==> config.mk <==
export PLATFORM = sky130hd
export DESIGN_NAME = bsbse_exec
export DESIGN_NICKNAME = d
export VERILOG_FILES = /design/src/hw/bsbse_pkg.sv /design/src/hw/bsbse_alu_if.sv /design/src/hw/bsbse_alu.sv /design/src/hw/bsbse_exec.sv
export SDC_FILE = /design/constraint.sdc
export NUM_CORES = 1
export LEC_CHECK = 0
export BUFFER_PORTS_ARGS = -buffer_cell sky130_fd_sc_hd__buf_2
export CAP_MARGIN = 20
export CORE_AREA = 3 3 110 112
export CTS_BUF_LIST = sky130_fd_sc_hd__clkbuf_4
export DETAILED_ROUTE_END_ITERATION = 8
export DIE_AREA = 0 0 113 115
export PLACE_DENSITY_LB_ADDON = 0.2
export SETUP_SLACK_MARGIN = 0.2
export SLEW_MARGIN = 25
export SYNTH_ARGS = -nofsm -noshare
export SYNTH_HDL_FRONTEND = slang
export SYNTH_SLANG_ARGS = --single-unit
==> constraint.sdc <==
create_clock -name clk -period 1.92 [get_ports clk]
set_input_delay 0.192 -clock clk [delete_from_list [all_inputs] [get_ports clk]]
set_output_delay 0.192 -clock clk [all_outputs]
set_load 0.01 [all_outputs]
==> src/hw/bsbse_pkg.sv <==
// Purpose: Shared constants and types of the branch, skip, bit and shift
//          execution unit.
// Assumes: Flag byte layout as named below.
// Notes:   Cycle counts are in core clock cycles.
package bsbse_pkg;

  // ----------------------------------------------------------------
  // Status flag bit positions
  // ----------------------------------------------------------------
  localparam int FLAG_C = 0;
  localparam int FLAG_Z = 1;
  localparam int FLAG_N = 2;
  localparam int FLAG_V = 3;
  localparam int FLAG_S = 4;
  localparam int FLAG_H = 5;
  localparam int FLAG_T = 6;
  localparam int FLAG_I = 7;

  // ----------------------------------------------------------------
  // Byte layout
  // ----------------------------------------------------------------
  localparam int BYTE_MSB = 7;
  localparam int BYTE_LSB = 0;
  localparam int NIB_MSB = 3;
  localparam logic [7:0] BYTE_ZERO = 8'h00;
  localparam logic [7:0] BIT_ONE = 8'h01;

  // Flags that each group may write back
  localparam logic [7:0] MASK_CMP = 8'h2f;
  localparam logic [7:0] MASK_SHIFT = 8'h0f;
  localparam logic [7:0] MASK_NONE = 8'h00;

  // ----------------------------------------------------------------
  // Cycle counts and program counter steps
  // ----------------------------------------------------------------
  localparam logic [1:0] CYC_ONE = 2'h1;
  localparam logic [1:0] CYC_TWO = 2'h2;
  localparam logic [1:0] CYC_THREE = 2'h3;
  localparam int PC_STEP = 1;
  localparam int SKIP_SHORT = 2;
  localparam int SKIP_LONG = 3;

  // ----------------------------------------------------------------
  // Operations handed over by the instruction decoder
  // ----------------------------------------------------------------
  typedef enum logic [5:0] {
    OP_NOP,
    OP_COMPARE_IMMEDIATE,
    OP_SKIP_IF_REG_BIT_CLEAR,
    OP_SKIP_IF_REG_BIT_SET,
    OP_SKIP_IF_IO_BIT_CLEAR,
    OP_SKIP_IF_IO_BIT_SET,
    OP_BRANCH_IF_FLAG_SET,
    OP_BRANCH_IF_FLAG_CLEAR,
    OP_BRANCH_IF_ZERO,
    OP_BRANCH_IF_NONZERO,
    OP_BRANCH_IF_CARRY,
    OP_BRANCH_IF_NO_CARRY,
    OP_BRANCH_IF_UNSIGNED_GE,
    OP_BRANCH_IF_UNSIGNED_LT,
    OP_BRANCH_IF_NEGATIVE,
    OP_BRANCH_IF_POSITIVE,
    OP_BRANCH_IF_SIGNED_GE,
    OP_BRANCH_IF_SIGNED_LT,
    OP_BRANCH_IF_HALF_CARRY,
    OP_BRANCH_IF_NO_HALF_CARRY,
    OP_BRANCH_IF_TBIT_SET,
    OP_BRANCH_IF_TBIT_CLEAR,
    OP_BRANCH_IF_OVERFLOW,
    OP_BRANCH_IF_NO_OVERFLOW,
    OP_BRANCH_IF_IRQ_ENABLED,
    OP_BRANCH_IF_IRQ_DISABLED,
    OP_SET_IO_BIT,
    OP_CLEAR_IO_BIT,
    OP_SHIFT_LEFT_LOGICAL,
    OP_SHIFT_RIGHT_LOGICAL,
    OP_ROTATE_LEFT_CARRY,
    OP_ROTATE_RIGHT_CARRY
  } bsbse_op_t;

  typedef enum logic [2:0] {
    ALU_CMP,
    ALU_SHL,
    ALU_SHR,
    ALU_ROL,
    ALU_ROR
  } bsbse_alu_op_t;

  typedef enum logic {
    ST_IDLE,
    ST_WAIT
  } bsbse_state_t;

endpackage

==> src/hw/bsbse_alu_if.sv <==
// Purpose: Carries operands and results between the sequencer and the ALU.
// Assumes: Combinational, within one cycle.
// Notes:   Raw flags; the sequencer applies the mask.
`timescale 1ns/1ps
interface bsbse_alu_if;
  import bsbse_pkg::*;
  bsbse_alu_op_t op;
  logic [7:0] operand;
  logic [7:0] imm;
  logic carryIn;
  logic [7:0] result;
  logic flagC;
  logic flagZ;
  logic flagN;
  logic flagV;
  logic flagH;

  modport alu (
    input op, operand, imm, carryIn,
    output result, flagC, flagZ, flagN, flagV, flagH
  );
  modport core (
    output op, operand, imm, carryIn,
    input result, flagC, flagZ, flagN, flagV, flagH
  );
endinterface

==> src/hw/bsbse_alu.sv <==
// Purpose: Compare and shift datapath with its flag results.
// Assumes: Operands stable within the cycle.
// Notes:   Combinational; the sequencer registers results.
`timescale 1ns/1ps
module bsbse_alu (
  // Operand and result bundle
  bsbse_alu_if.alu bus
);
  import bsbse_pkg::*;

  // ----------------------------------------------------------------
  // Compare subtraction, borrow in the top bit
  // ----------------------------------------------------------------
  logic [8:0] diff;
  logic [7:0] a;
  logic [7:0] b;
  logic [7:0] r;

  assign a = bus.operand;
  assign b = bus.imm;
  assign diff = {1'b0, a} - {1'b0, b};

  // Result and carry per operation
  always_comb begin
    r = BYTE_ZERO;
    bus.flagC = 1'b0;
    unique case (bus.op)
      ALU_CMP: begin
        r = diff[7:0];
        bus.flagC = diff[8];
      end
      ALU_SHL: begin
        r = {a[BYTE_MSB-1:BYTE_LSB], 1'b0};
        bus.flagC = a[BYTE_MSB];
      end
      ALU_SHR: begin
        r = {1'b0, a[BYTE_MSB:BYTE_LSB+1]};
        bus.flagC = a[BYTE_LSB];
      end
      ALU_ROL: begin
        r = {a[BYTE_MSB-1:BYTE_LSB], bus.carryIn};
        bus.flagC = a[BYTE_MSB];
      end
      ALU_ROR: begin
        r = {bus.carryIn, a[BYTE_MSB:BYTE_LSB+1]};
        bus.flagC = a[BYTE_LSB];
      end
    endcase
  end

  // Remaining flags; shifts report overflow as N xor C
  assign bus.result = r;
  assign bus.flagZ = (r == BYTE_ZERO);
  assign bus.flagN = r[BYTE_MSB];
  assign bus.flagV = (bus.op == ALU_CMP) ?
    ((a[BYTE_MSB] & ~b[BYTE_MSB] & ~r[BYTE_MSB]) |
     (~a[BYTE_MSB] & b[BYTE_MSB] & r[BYTE_MSB])) :
    (r[BYTE_MSB] ^ bus.flagC);
  // Half borrow out of the low nibble, compare only
  assign bus.flagH = (~a[NIB_MSB] & b[NIB_MSB]) |
    (b[NIB_MSB] & r[NIB_MSB]) | (r[NIB_MSB] & ~a[NIB_MSB]);
endmodule

==> src/hw/bsbse_exec.sv <==
// Purpose: Executes compare-immediate, skips, flag branches, I/O bit
//          set/clear and shifts for an 8-bit core.
// Assumes: Decoder presents one operation with operands; register,
//          I/O and flag data are on the same clock.
// Notes:   One operation in flight; issueReady drops while a multi-cycle operation runs.
//
// Behaviour
// - Compare immediate subtracts K, no store, sets Z N V C H, 1 cycle.
// - Register bit clear skips next op, no flags, 1-3 cycles.
// - Register bit set skips next op, no flags, 1-3 cycles.
// - I/O bit clear skips next op, no flags, 1-3 cycles.
// - I/O bit set skips next op, no flags, 1-3 cycles.
// - Flag s set branches to PC plus k plus 1, 1 or 2 cycles.
// - Flag s clear branches to PC plus k plus 1, 1 or 2 cycles.
// - Zero branches follow Z set or clear, 1 or 2 cycles.
// - Carry set and unsigned lower branch when C is 1.
// - Carry clear and unsigned same-or-higher branch when C is 0.
// - Negative branch on N set, positive on N clear.
// - Signed greater-or-equal when N xor V is 0, less-than when 1.
// - Half-carry branches follow H set or clear.
// - T branches follow T set or clear.
// - Overflow branches follow V set or clear.
// - Interrupt branches follow I set or clear.
// - Set I/O bit writes 1 to bit b only, no flags, 2 cycles.
// - Clear I/O bit writes 0 to bit b only, no flags, 2 cycles.
// - Left shift moves bits up, zero into bit 0, Z C N V, 1 cycle.
// - Right shift moves bits down, zero into bit 7, Z C N V, 1 cycle.
// - Rotate left takes carry into bit 0, bit 7 out to carry.
// - Rotate right takes carry into bit 7, bit 0 out to carry.
`timescale 1ns/1ps
module bsbse_exec #(
  parameter int PC_W = 16,
  parameter int OFS_W = 7,
  parameter int IO_W = 6
) (
  // Clock and reset
  input wire logic clk,
  input wire logic reset_n,
  // Operation issue from the decoder
  input wire logic issueValid,
  output logic issueReady,
  input wire bsbse_pkg::bsbse_op_t issueOp,
  input wire logic [PC_W-1:0] issuePc,
  input wire logic [7:0] issueRegData,
  input wire logic [7:0] issueImm,
  input wire logic [2:0] issueBit,
  input wire logic [2:0] issueFlagSel,
  input wire logic [OFS_W-1:0] issueOffset,
  input wire logic [IO_W-1:0] issueIoAddr,
  input wire logic issueNextTwoWord,
  // Status flags from the core
  input wire logic [7:0] flagsIn,
  // Completion and write-back
  output logic done,
  output logic [PC_W-1:0] pcNext,
  output logic regWrEn,
  output logic [7:0] regWrData,
  output logic [7:0] flagsOut,
  output logic [7:0] flagsWrMask,
  // I/O space access
  output logic [IO_W-1:0] ioRdAddr,
  input wire logic [7:0] ioRdData,
  output logic ioWrEn,
  output logic [IO_W-1:0] ioWrAddr,
  output logic [7:0] ioWrData
);
  import bsbse_pkg::*;

  // ----------------------------------------------------------------
  // Helper functions
  // ----------------------------------------------------------------
  // Bit select shared by register, I/O and flag tests
  function automatic logic bitOf(input logic [7:0] val,
                                 input logic [2:0] idx);
    bitOf = val[idx];
  endfunction

  // Replace one bit of a byte, others untouched
  function automatic logic [7:0] writeBit(input logic [7:0] val,
                                          input logic [2:0] idx,
                                          input logic setIt);
    logic [7:0] m;
    m = BIT_ONE << idx;
    writeBit = setIt ? (val | m) : (val & ~m);
  endfunction

  // Branch condition per operation
  function automatic logic branchCond(input bsbse_op_t op,
                                      input logic [2:0] sel,
                                      input logic [7:0] f);
    branchCond = 1'b0;
    unique case (op)
      OP_BRANCH_IF_FLAG_SET: branchCond = bitOf(f, sel);
      OP_BRANCH_IF_FLAG_CLEAR: branchCond = ~bitOf(f, sel);
      OP_BRANCH_IF_ZERO: branchCond = f[FLAG_Z];
      OP_BRANCH_IF_NONZERO: branchCond = ~f[FLAG_Z];
      OP_BRANCH_IF_CARRY,
      OP_BRANCH_IF_UNSIGNED_LT: branchCond = f[FLAG_C];
      OP_BRANCH_IF_NO_CARRY,
      OP_BRANCH_IF_UNSIGNED_GE: branchCond = ~f[FLAG_C];
      OP_BRANCH_IF_NEGATIVE: branchCond = f[FLAG_N];
      OP_BRANCH_IF_POSITIVE: branchCond = ~f[FLAG_N];
      OP_BRANCH_IF_SIGNED_GE:
        branchCond = ~(f[FLAG_N] ^ f[FLAG_V]);
      OP_BRANCH_IF_SIGNED_LT:
        branchCond = f[FLAG_N] ^ f[FLAG_V];
      OP_BRANCH_IF_HALF_CARRY: branchCond = f[FLAG_H];
      OP_BRANCH_IF_NO_HALF_CARRY: branchCond = ~f[FLAG_H];
      OP_BRANCH_IF_TBIT_SET: branchCond = f[FLAG_T];
      OP_BRANCH_IF_TBIT_CLEAR: branchCond = ~f[FLAG_T];
      OP_BRANCH_IF_OVERFLOW: branchCond = f[FLAG_V];
      OP_BRANCH_IF_NO_OVERFLOW: branchCond = ~f[FLAG_V];
      OP_BRANCH_IF_IRQ_ENABLED: branchCond = f[FLAG_I];
      OP_BRANCH_IF_IRQ_DISABLED: branchCond = ~f[FLAG_I];
      default: branchCond = 1'b0;
    endcase
  endfunction

  // ----------------------------------------------------------------
  // Reset release
  // ----------------------------------------------------------------
  logic rstMeta_r;
  logic rstSync_n;

  // Two stages so release never lands near a clock edge
  always_ff @(posedge clk or negedge reset_n) begin
    if (!reset_n) begin
      rstMeta_r <= 1'b0;
      rstSync_n <= 1'b0;
    end else begin
      rstMeta_r <= 1'b1;
      rstSync_n <= rstMeta_r;
    end
  end

  // ----------------------------------------------------------------
  // Registers
  // ----------------------------------------------------------------
  bsbse_state_t state_r;
  bsbse_state_t state_nxt;
  logic [1:0] cnt_r;
  logic [1:0] cnt_nxt;
  logic done_r;
  logic done_nxt;
  logic [PC_W-1:0] pcNext_r;
  logic [PC_W-1:0] pcNext_nxt;
  logic regWrEn_r;
  logic [7:0] regWrData_r;
  logic [7:0] flagsOut_r;
  logic [7:0] flagsWrMask_r;
  logic [7:0] flagsWrMask_nxt;
  logic [IO_W-1:0] ioAddr_r;
  logic [2:0] ioBit_r;
  logic ioSet_r;
  logic pendIo_r;
  logic ioWrEn_r;
  logic ioWrEn_nxt;
  logic [7:0] ioWrData_r;
  logic [7:0] ioWrData_nxt;

  // ----------------------------------------------------------------
  // Decode of the issued operation
  // ----------------------------------------------------------------
  logic issueFire;
  logic isCmp;
  logic isShift;
  logic isSkipReg;
  logic isSkipIo;
  logic isSkipSet;
  logic isIoBit;
  logic isBranch;
  logic testBit;
  logic skipTaken;
  logic brTaken;
  logic [1:0] cycNeed;
  logic finishWait;

  assign issueReady = (state_r == ST_IDLE);
  assign issueFire = issueValid & issueReady;
  assign isCmp = (issueOp == OP_COMPARE_IMMEDIATE);
  assign isShift = (issueOp == OP_SHIFT_LEFT_LOGICAL) ||
    (issueOp == OP_SHIFT_RIGHT_LOGICAL) ||
    (issueOp == OP_ROTATE_LEFT_CARRY) ||
    (issueOp == OP_ROTATE_RIGHT_CARRY);
  assign isSkipReg = (issueOp == OP_SKIP_IF_REG_BIT_CLEAR) ||
    (issueOp == OP_SKIP_IF_REG_BIT_SET);
  assign isSkipIo = (issueOp == OP_SKIP_IF_IO_BIT_CLEAR) ||
    (issueOp == OP_SKIP_IF_IO_BIT_SET);
  assign isSkipSet = (issueOp == OP_SKIP_IF_REG_BIT_SET) ||
    (issueOp == OP_SKIP_IF_IO_BIT_SET);
  assign isIoBit = (issueOp == OP_SET_IO_BIT) ||
    (issueOp == OP_CLEAR_IO_BIT);
  assign isBranch = (issueOp >= OP_BRANCH_IF_FLAG_SET) &&
    (issueOp <= OP_BRANCH_IF_IRQ_DISABLED);

  // Skip tests: the I/O byte is read the same cycle the skip is issued
  assign testBit = isSkipIo ? bitOf(ioRdData, issueBit) :
    bitOf(issueRegData, issueBit);
  assign skipTaken = (isSkipReg | isSkipIo) &
    (isSkipSet ? testBit : ~testBit);
  assign brTaken = isBranch & branchCond(issueOp, issueFlagSel, flagsIn);

  // Cycles: skipping a two-word instruction costs one more cycle
  assign cycNeed = skipTaken ? (issueNextTwoWord ? CYC_THREE : CYC_TWO) :
    (brTaken | isIoBit) ? CYC_TWO : CYC_ONE;

  // ----------------------------------------------------------------
  // Program counter targets
  // ----------------------------------------------------------------
  logic [PC_W-1:0] offsetExt;
  logic [PC_W-1:0] pcSeq;
  logic [PC_W-1:0] pcSkip;
  logic [PC_W-1:0] pcBranch;

  // Sign extension lets a branch reach backwards as well
  assign offsetExt = {{(PC_W-OFS_W){issueOffset[OFS_W-1]}},
    issueOffset};
  assign pcSeq = issuePc + PC_W'(PC_STEP);
  assign pcSkip = issuePc + (issueNextTwoWord ? PC_W'(SKIP_LONG) :
    PC_W'(SKIP_SHORT));
  assign pcBranch = issuePc + offsetExt + PC_W'(PC_STEP);
  assign pcNext_nxt = !issueFire ? pcNext_r :
    skipTaken ? pcSkip : brTaken ? pcBranch : pcSeq;

  // ----------------------------------------------------------------
  // Compare and shift datapath
  // ----------------------------------------------------------------
  bsbse_alu_if aluBus();
  logic [7:0] flagsNew;

  assign aluBus.op = isCmp ? ALU_CMP :
    (issueOp == OP_SHIFT_LEFT_LOGICAL) ? ALU_SHL :
    (issueOp == OP_SHIFT_RIGHT_LOGICAL) ? ALU_SHR :
    (issueOp == OP_ROTATE_LEFT_CARRY) ? ALU_ROL : ALU_ROR;
  assign aluBus.operand = issueRegData;
  assign aluBus.imm = issueImm;
  assign aluBus.carryIn = flagsIn[FLAG_C];

  bsbse_alu uAlu (
    .bus(aluBus.alu)
  );

  // Flag byte; H is passed through unless compare writes it
  always_comb begin
    flagsNew = flagsIn;
    flagsNew[FLAG_C] = aluBus.flagC;
    flagsNew[FLAG_Z] = aluBus.flagZ;
    flagsNew[FLAG_N] = aluBus.flagN;
    flagsNew[FLAG_V] = aluBus.flagV;
    flagsNew[FLAG_H] = isCmp ? aluBus.flagH : flagsIn[FLAG_H];
  end

  // Branches, skips and I/O bit ops leave every flag alone
  assign flagsWrMask_nxt = !issueFire ? MASK_NONE :
    isCmp ? MASK_CMP :
    isShift ? MASK_SHIFT : MASK_NONE;

  // ----------------------------------------------------------------
  // Sequencing of multi-cycle operations
  // ----------------------------------------------------------------
  assign finishWait = (state_r == ST_WAIT) && (cnt_r == CYC_ONE);
  assign state_nxt = (issueFire && cycNeed != CYC_ONE) ? ST_WAIT :
    finishWait ? ST_IDLE : state_r;
  assign cnt_nxt = issueFire ? cycNeed - CYC_ONE :
    (state_r == ST_WAIT) ? cnt_r - CYC_ONE : cnt_r;
  assign done_nxt = (issueFire && cycNeed == CYC_ONE) || finishWait;

  // I/O bit write: read in cycle two, written with done
  assign ioRdAddr = (state_r == ST_WAIT) ? ioAddr_r : issueIoAddr;
  assign ioWrEn_nxt = finishWait & pendIo_r;
  assign ioWrData_nxt = ioWrEn_nxt ?
    writeBit(ioRdData, ioBit_r, ioSet_r) : ioWrData_r;

  // State and counters
  always_ff @(posedge clk or negedge rstSync_n) begin
    if (!rstSync_n) begin
      state_r <= ST_IDLE;
      cnt_r <= CYC_ONE;
      done_r <= 1'b0;
      pcNext_r <= '0;
    end else begin
      state_r <= state_nxt;
      cnt_r <= cnt_nxt;
      done_r <= done_nxt;
      pcNext_r <= pcNext_nxt;
    end
  end

  // Register and flag write-back, a pulse with done
  always_ff @(posedge clk or negedge rstSync_n) begin
    if (!rstSync_n) begin
      regWrEn_r <= 1'b0;
      regWrData_r <= BYTE_ZERO;
      flagsOut_r <= BYTE_ZERO;
      flagsWrMask_r <= MASK_NONE;
    end else begin
      regWrEn_r <= issueFire & isShift;
      regWrData_r <= issueFire ? aluBus.result : regWrData_r;
      flagsOut_r <= issueFire ? flagsNew : flagsOut_r;
      flagsWrMask_r <= flagsWrMask_nxt;
    end
  end

  // I/O bit operation capture and write
  always_ff @(posedge clk or negedge rstSync_n) begin
    if (!rstSync_n) begin
      ioAddr_r <= '0;
      ioBit_r <= '0;
      ioSet_r <= 1'b0;
      pendIo_r <= 1'b0;
      ioWrEn_r <= 1'b0;
      ioWrData_r <= BYTE_ZERO;
    end else begin
      ioAddr_r <= issueFire ? issueIoAddr : ioAddr_r;
      ioBit_r <= issueFire ? issueBit : ioBit_r;
      ioSet_r <= issueFire ? (issueOp == OP_SET_IO_BIT) : ioSet_r;
      pendIo_r <= issueFire ? isIoBit : pendIo_r;
      ioWrEn_r <= ioWrEn_nxt;
      ioWrData_r <= ioWrData_nxt;
    end
  end

  // ----------------------------------------------------------------
  // Outputs
  // ----------------------------------------------------------------
  assign done = done_r;
  assign pcNext = pcNext_r;
  assign regWrEn = regWrEn_r;
  assign regWrData = regWrData_r;
  assign flagsOut = flagsOut_r;
  assign flagsWrMask = flagsWrMask_r;
  assign ioWrEn = ioWrEn_r;
  assign ioWrAddr = ioAddr_r;
  assign ioWrData = ioWrData_r;
endmodule

==> metrics.txt <==
status finished, violations left; failing checks negative setup slack; routed wire length per instance 16.0 microns; Max FO, Critical Path 4; CTS Buf Count 9; Sink Count 60; worst path bufs/invs 2; Syn Area/Cell 8.28 sq um; # setup viols final 21; die height 115 microns; Post-synth ARST share 100%; # fillers 903; Worst EP required 2230 ps; metal2 WL 8410 microns; crit path launch type input port; M1 WL 6950 microns; Mapped Cells 605; grt ovf 0; CTS max path bufs 2; DP Worst Slack -805 ps; Most Frequent Cell on Critical Path a311o_1; kind of critical path input port to flop; # Max-Cap Violations 0; CP arrival 2630 ps; first-pass GRT wire length 26900 microns; Post-DP HPWL 12600 microns; drt pass-1 iters 5; dominant synthesized flop cell dfrtp_1; Detail Route Antenna Nets 0; Clock transition at path regs 110 ps; Routability Congestion 0.886; Final Hold Vio Count 0; Max stage delay on crit path 510 ps; share of post-route cells with drive strength above 1 45.9%; CP Cell Sequence buf_6 > nor2b_4 > mux4_2 > or3_4 > a311o_1 > buf_4 > a21boi_2 > a21oi_2 > o211a_1 > a311o_1; Yosys Warn Count 0; vias 5628; Die Width 113 microns; crit-path leading delay family compound AO/OA/AOI/OAI gates; sequential area share after synthesis 30.0%; H-tree depth 3; EDFF count, synth 0; final WL 16700 microns; Cell Rows 39; RSZ-0062 raised after global routing yes; worst skew pair latency 430 ps; fin. max-slew vios 0; CTS tree built; Via density 5.39; Slew @ Worst Pin 613 ps; top achievable clock speed 431 MHz; post-route setup slack -398 ps; CP max-delay cell mux4_2; met3 wire length 880 microns; clk root buf clkbuf_4; initial core utilization 44.2%; PwrDens 845 nW/um^2; Static Leak 3.84 nW; Detailed Route Iter0 Violations 351; vias in the first global route 5662; Post-Syn Area 5010 sq um; Remaining DRCs 0; slew margin rel. 59.1%; post-layout minimum cycle time 2320 ps; Nets 1005; Worst Skew 8.30 ps; Final Util 68.8%; P&R area growth vs syn 55.6%; core area 11300 sq um; FF+latch count, synth 60; period utilisation layout 121%; gr usage total 25.6%; max layer used met4; Max IR drop VDD 0.000603 V; initial antenna violation count 0; HP Class input port to asynchronous set/reset pin; largest net degree at the start of global routing 38; Crit. End Element flop; Die Area 13000 sq um; port bufs 137; # IOs 141; Cell variety after synth 64
==> power breakdown <==
group	switching (W)	internal, W	leakage, nW	total, W
registers	0.000407	0.00180	0.723	0.00221
logic	0.00165	0.00153	3.02	0.00319
clock network	0.000502	0.000685	0.101	0.00119
total	0.00256	0.00402	3.84	0.00658
==> registers in the layout, summed over array words and instances, names as in the netlist <==
register and cells:
ioBit_r 3, flagsWrMask 2, pcNext 16, rstSync_n 1
ioWrData 8, pendIo_r 1, done 1, state_r 1
ioWrEn 1, flagsOut 8, cnt_r 2, regWrEn 1
rstMeta_r 1, regWrData 7, ioWrAddr 6, ioSet_r 1
==> metrics by stage <==
stage	instances	TNS, ps	instance area (sq um)	hold slack, ps	power, W
4_1_cts	1038	-2160	7620	34.1	0.00653
2_1_floorplan	607	-9900	5180	-104	0.00384
3_5_place_dp	1000	-15630	7010	-22.6	0.00523
3_3_place_gp	1000	-14260	7010	-23.8	0.00512
6_report	1045	-4250	7790	69.4	0.00658
5_1_grt	1044	-5440	7790	61.6	0.00705
==> final cells by class <==
cell class / count / area, sq um / area share, %
multi-input cells: 479 / 3600 / 46.2
diodes: 1 / 2.50 / 0.0321
well taps: 143 / 179 / 2.30
clock buffers: 11 / 82.6 / 1.06
repair buffers: 314 / 2190 / 28.1
inverters: 32 / 138 / 1.77
flip-flops and latches: 60 / 1500 / 19.3
clock inverters: 5 / 100 / 1.28
==> kinds of logic after synthesis <==
kind of cell | after synthesis | share of synthesized area (%)
compound gates | 148 | 19.3
xor+xnor | 35 | 6.12
fa+ha+maj | 32 | 8.29
buf+inv | 68 | 5.95
flops | 60 | 30.0
mux | 38 | 9.74
other cells | 2 | 0.150
simple gates | 222 | 20.5
==> worst paths after layout <==
kind                            cells past startpoint  slack [ps]       start          end
worst min-delay path                                2          70     reset_n    rstSync_n
worst max register to register                      5         350     state_r   pcNext[14]
worst max-delay path                               10        -400  issueOp[2]   pcNext[14]
min in group clk                                    4          70  flagsIn[6]  flagsOut[6]
worst min register to register                      0         290   rstSync_n      ioSet_r
max in group asynchronous                           1        1060   rstSync_n  ioWrData[6]
==> metal layers <==
layer,vias to the layer above,global-route usage [%]
li1,2728,-
met1,2658,31.1
met2,197,45.8
met3,45,3.84
met4,0,10.0
met5,-,0
==> synth_stat cells, types with 3 or more instances <==
cell type  number  area, sq um
mux2_2         16          180
o211ai_1        5         37.5
nor3b_1         3         22.5
a211oi_1        5         37.5
mux2i_1        15          150
or3_1          10         62.6
o21ai_0        48          240
dfrtp_1        59         1480
xor2_1         19          166
a31oi_1         4         25.0
clkbuf_1       26         97.6
nor2_1         39          146
ha_1           30          375
o21a_1          6         45.0
nand3_1        16         80.1
a21oi_1        32          160
nand2b_1        3         18.8
a211o_1         3         26.3
o31ai_1         9         67.6
buf_4           7         52.6
a311oi_1        3         26.3
and3_1          9         56.3
nand3b_1        3         22.5
nor3_1         13         65.1
xnor2_1        16          140
inv_1          32          120
mux4_2          7          158
nand2_1       104          390
nor2b_1         6         37.5
or2_2           3         18.8
a21o_1          6         45.0
==> repair_timing <==
item / CTS / global route
hold buffers: 8 / 0
pin swaps: 33 / 26
endpoints found under the setup margin: 30 / 41
cloned: 1 / 0
gates resized for setup: 51 / 29
buffers inserted: 13 / 6
hold endpoints to repair: 9 / 0
==> cells in the final DEF, fill, tap and decap left out, types with 10 or more instances in the layout <==
master    count
ha_1         24
o21ai_0      23
mux2i_1      15
nor3_1       10
xor2_1       18
o21ai_1      18
a21oi_2      11
buf_2       132
buf_6        13
nand2_1     102
buf_4       153
clkbuf_4     11
inv_1        30
nor2_1       34
mux2_2       13
a21oi_1      21
dfrtp_1      58
nand3_1      15
xnor2_1      16
(Power assumes the default switching activity.)
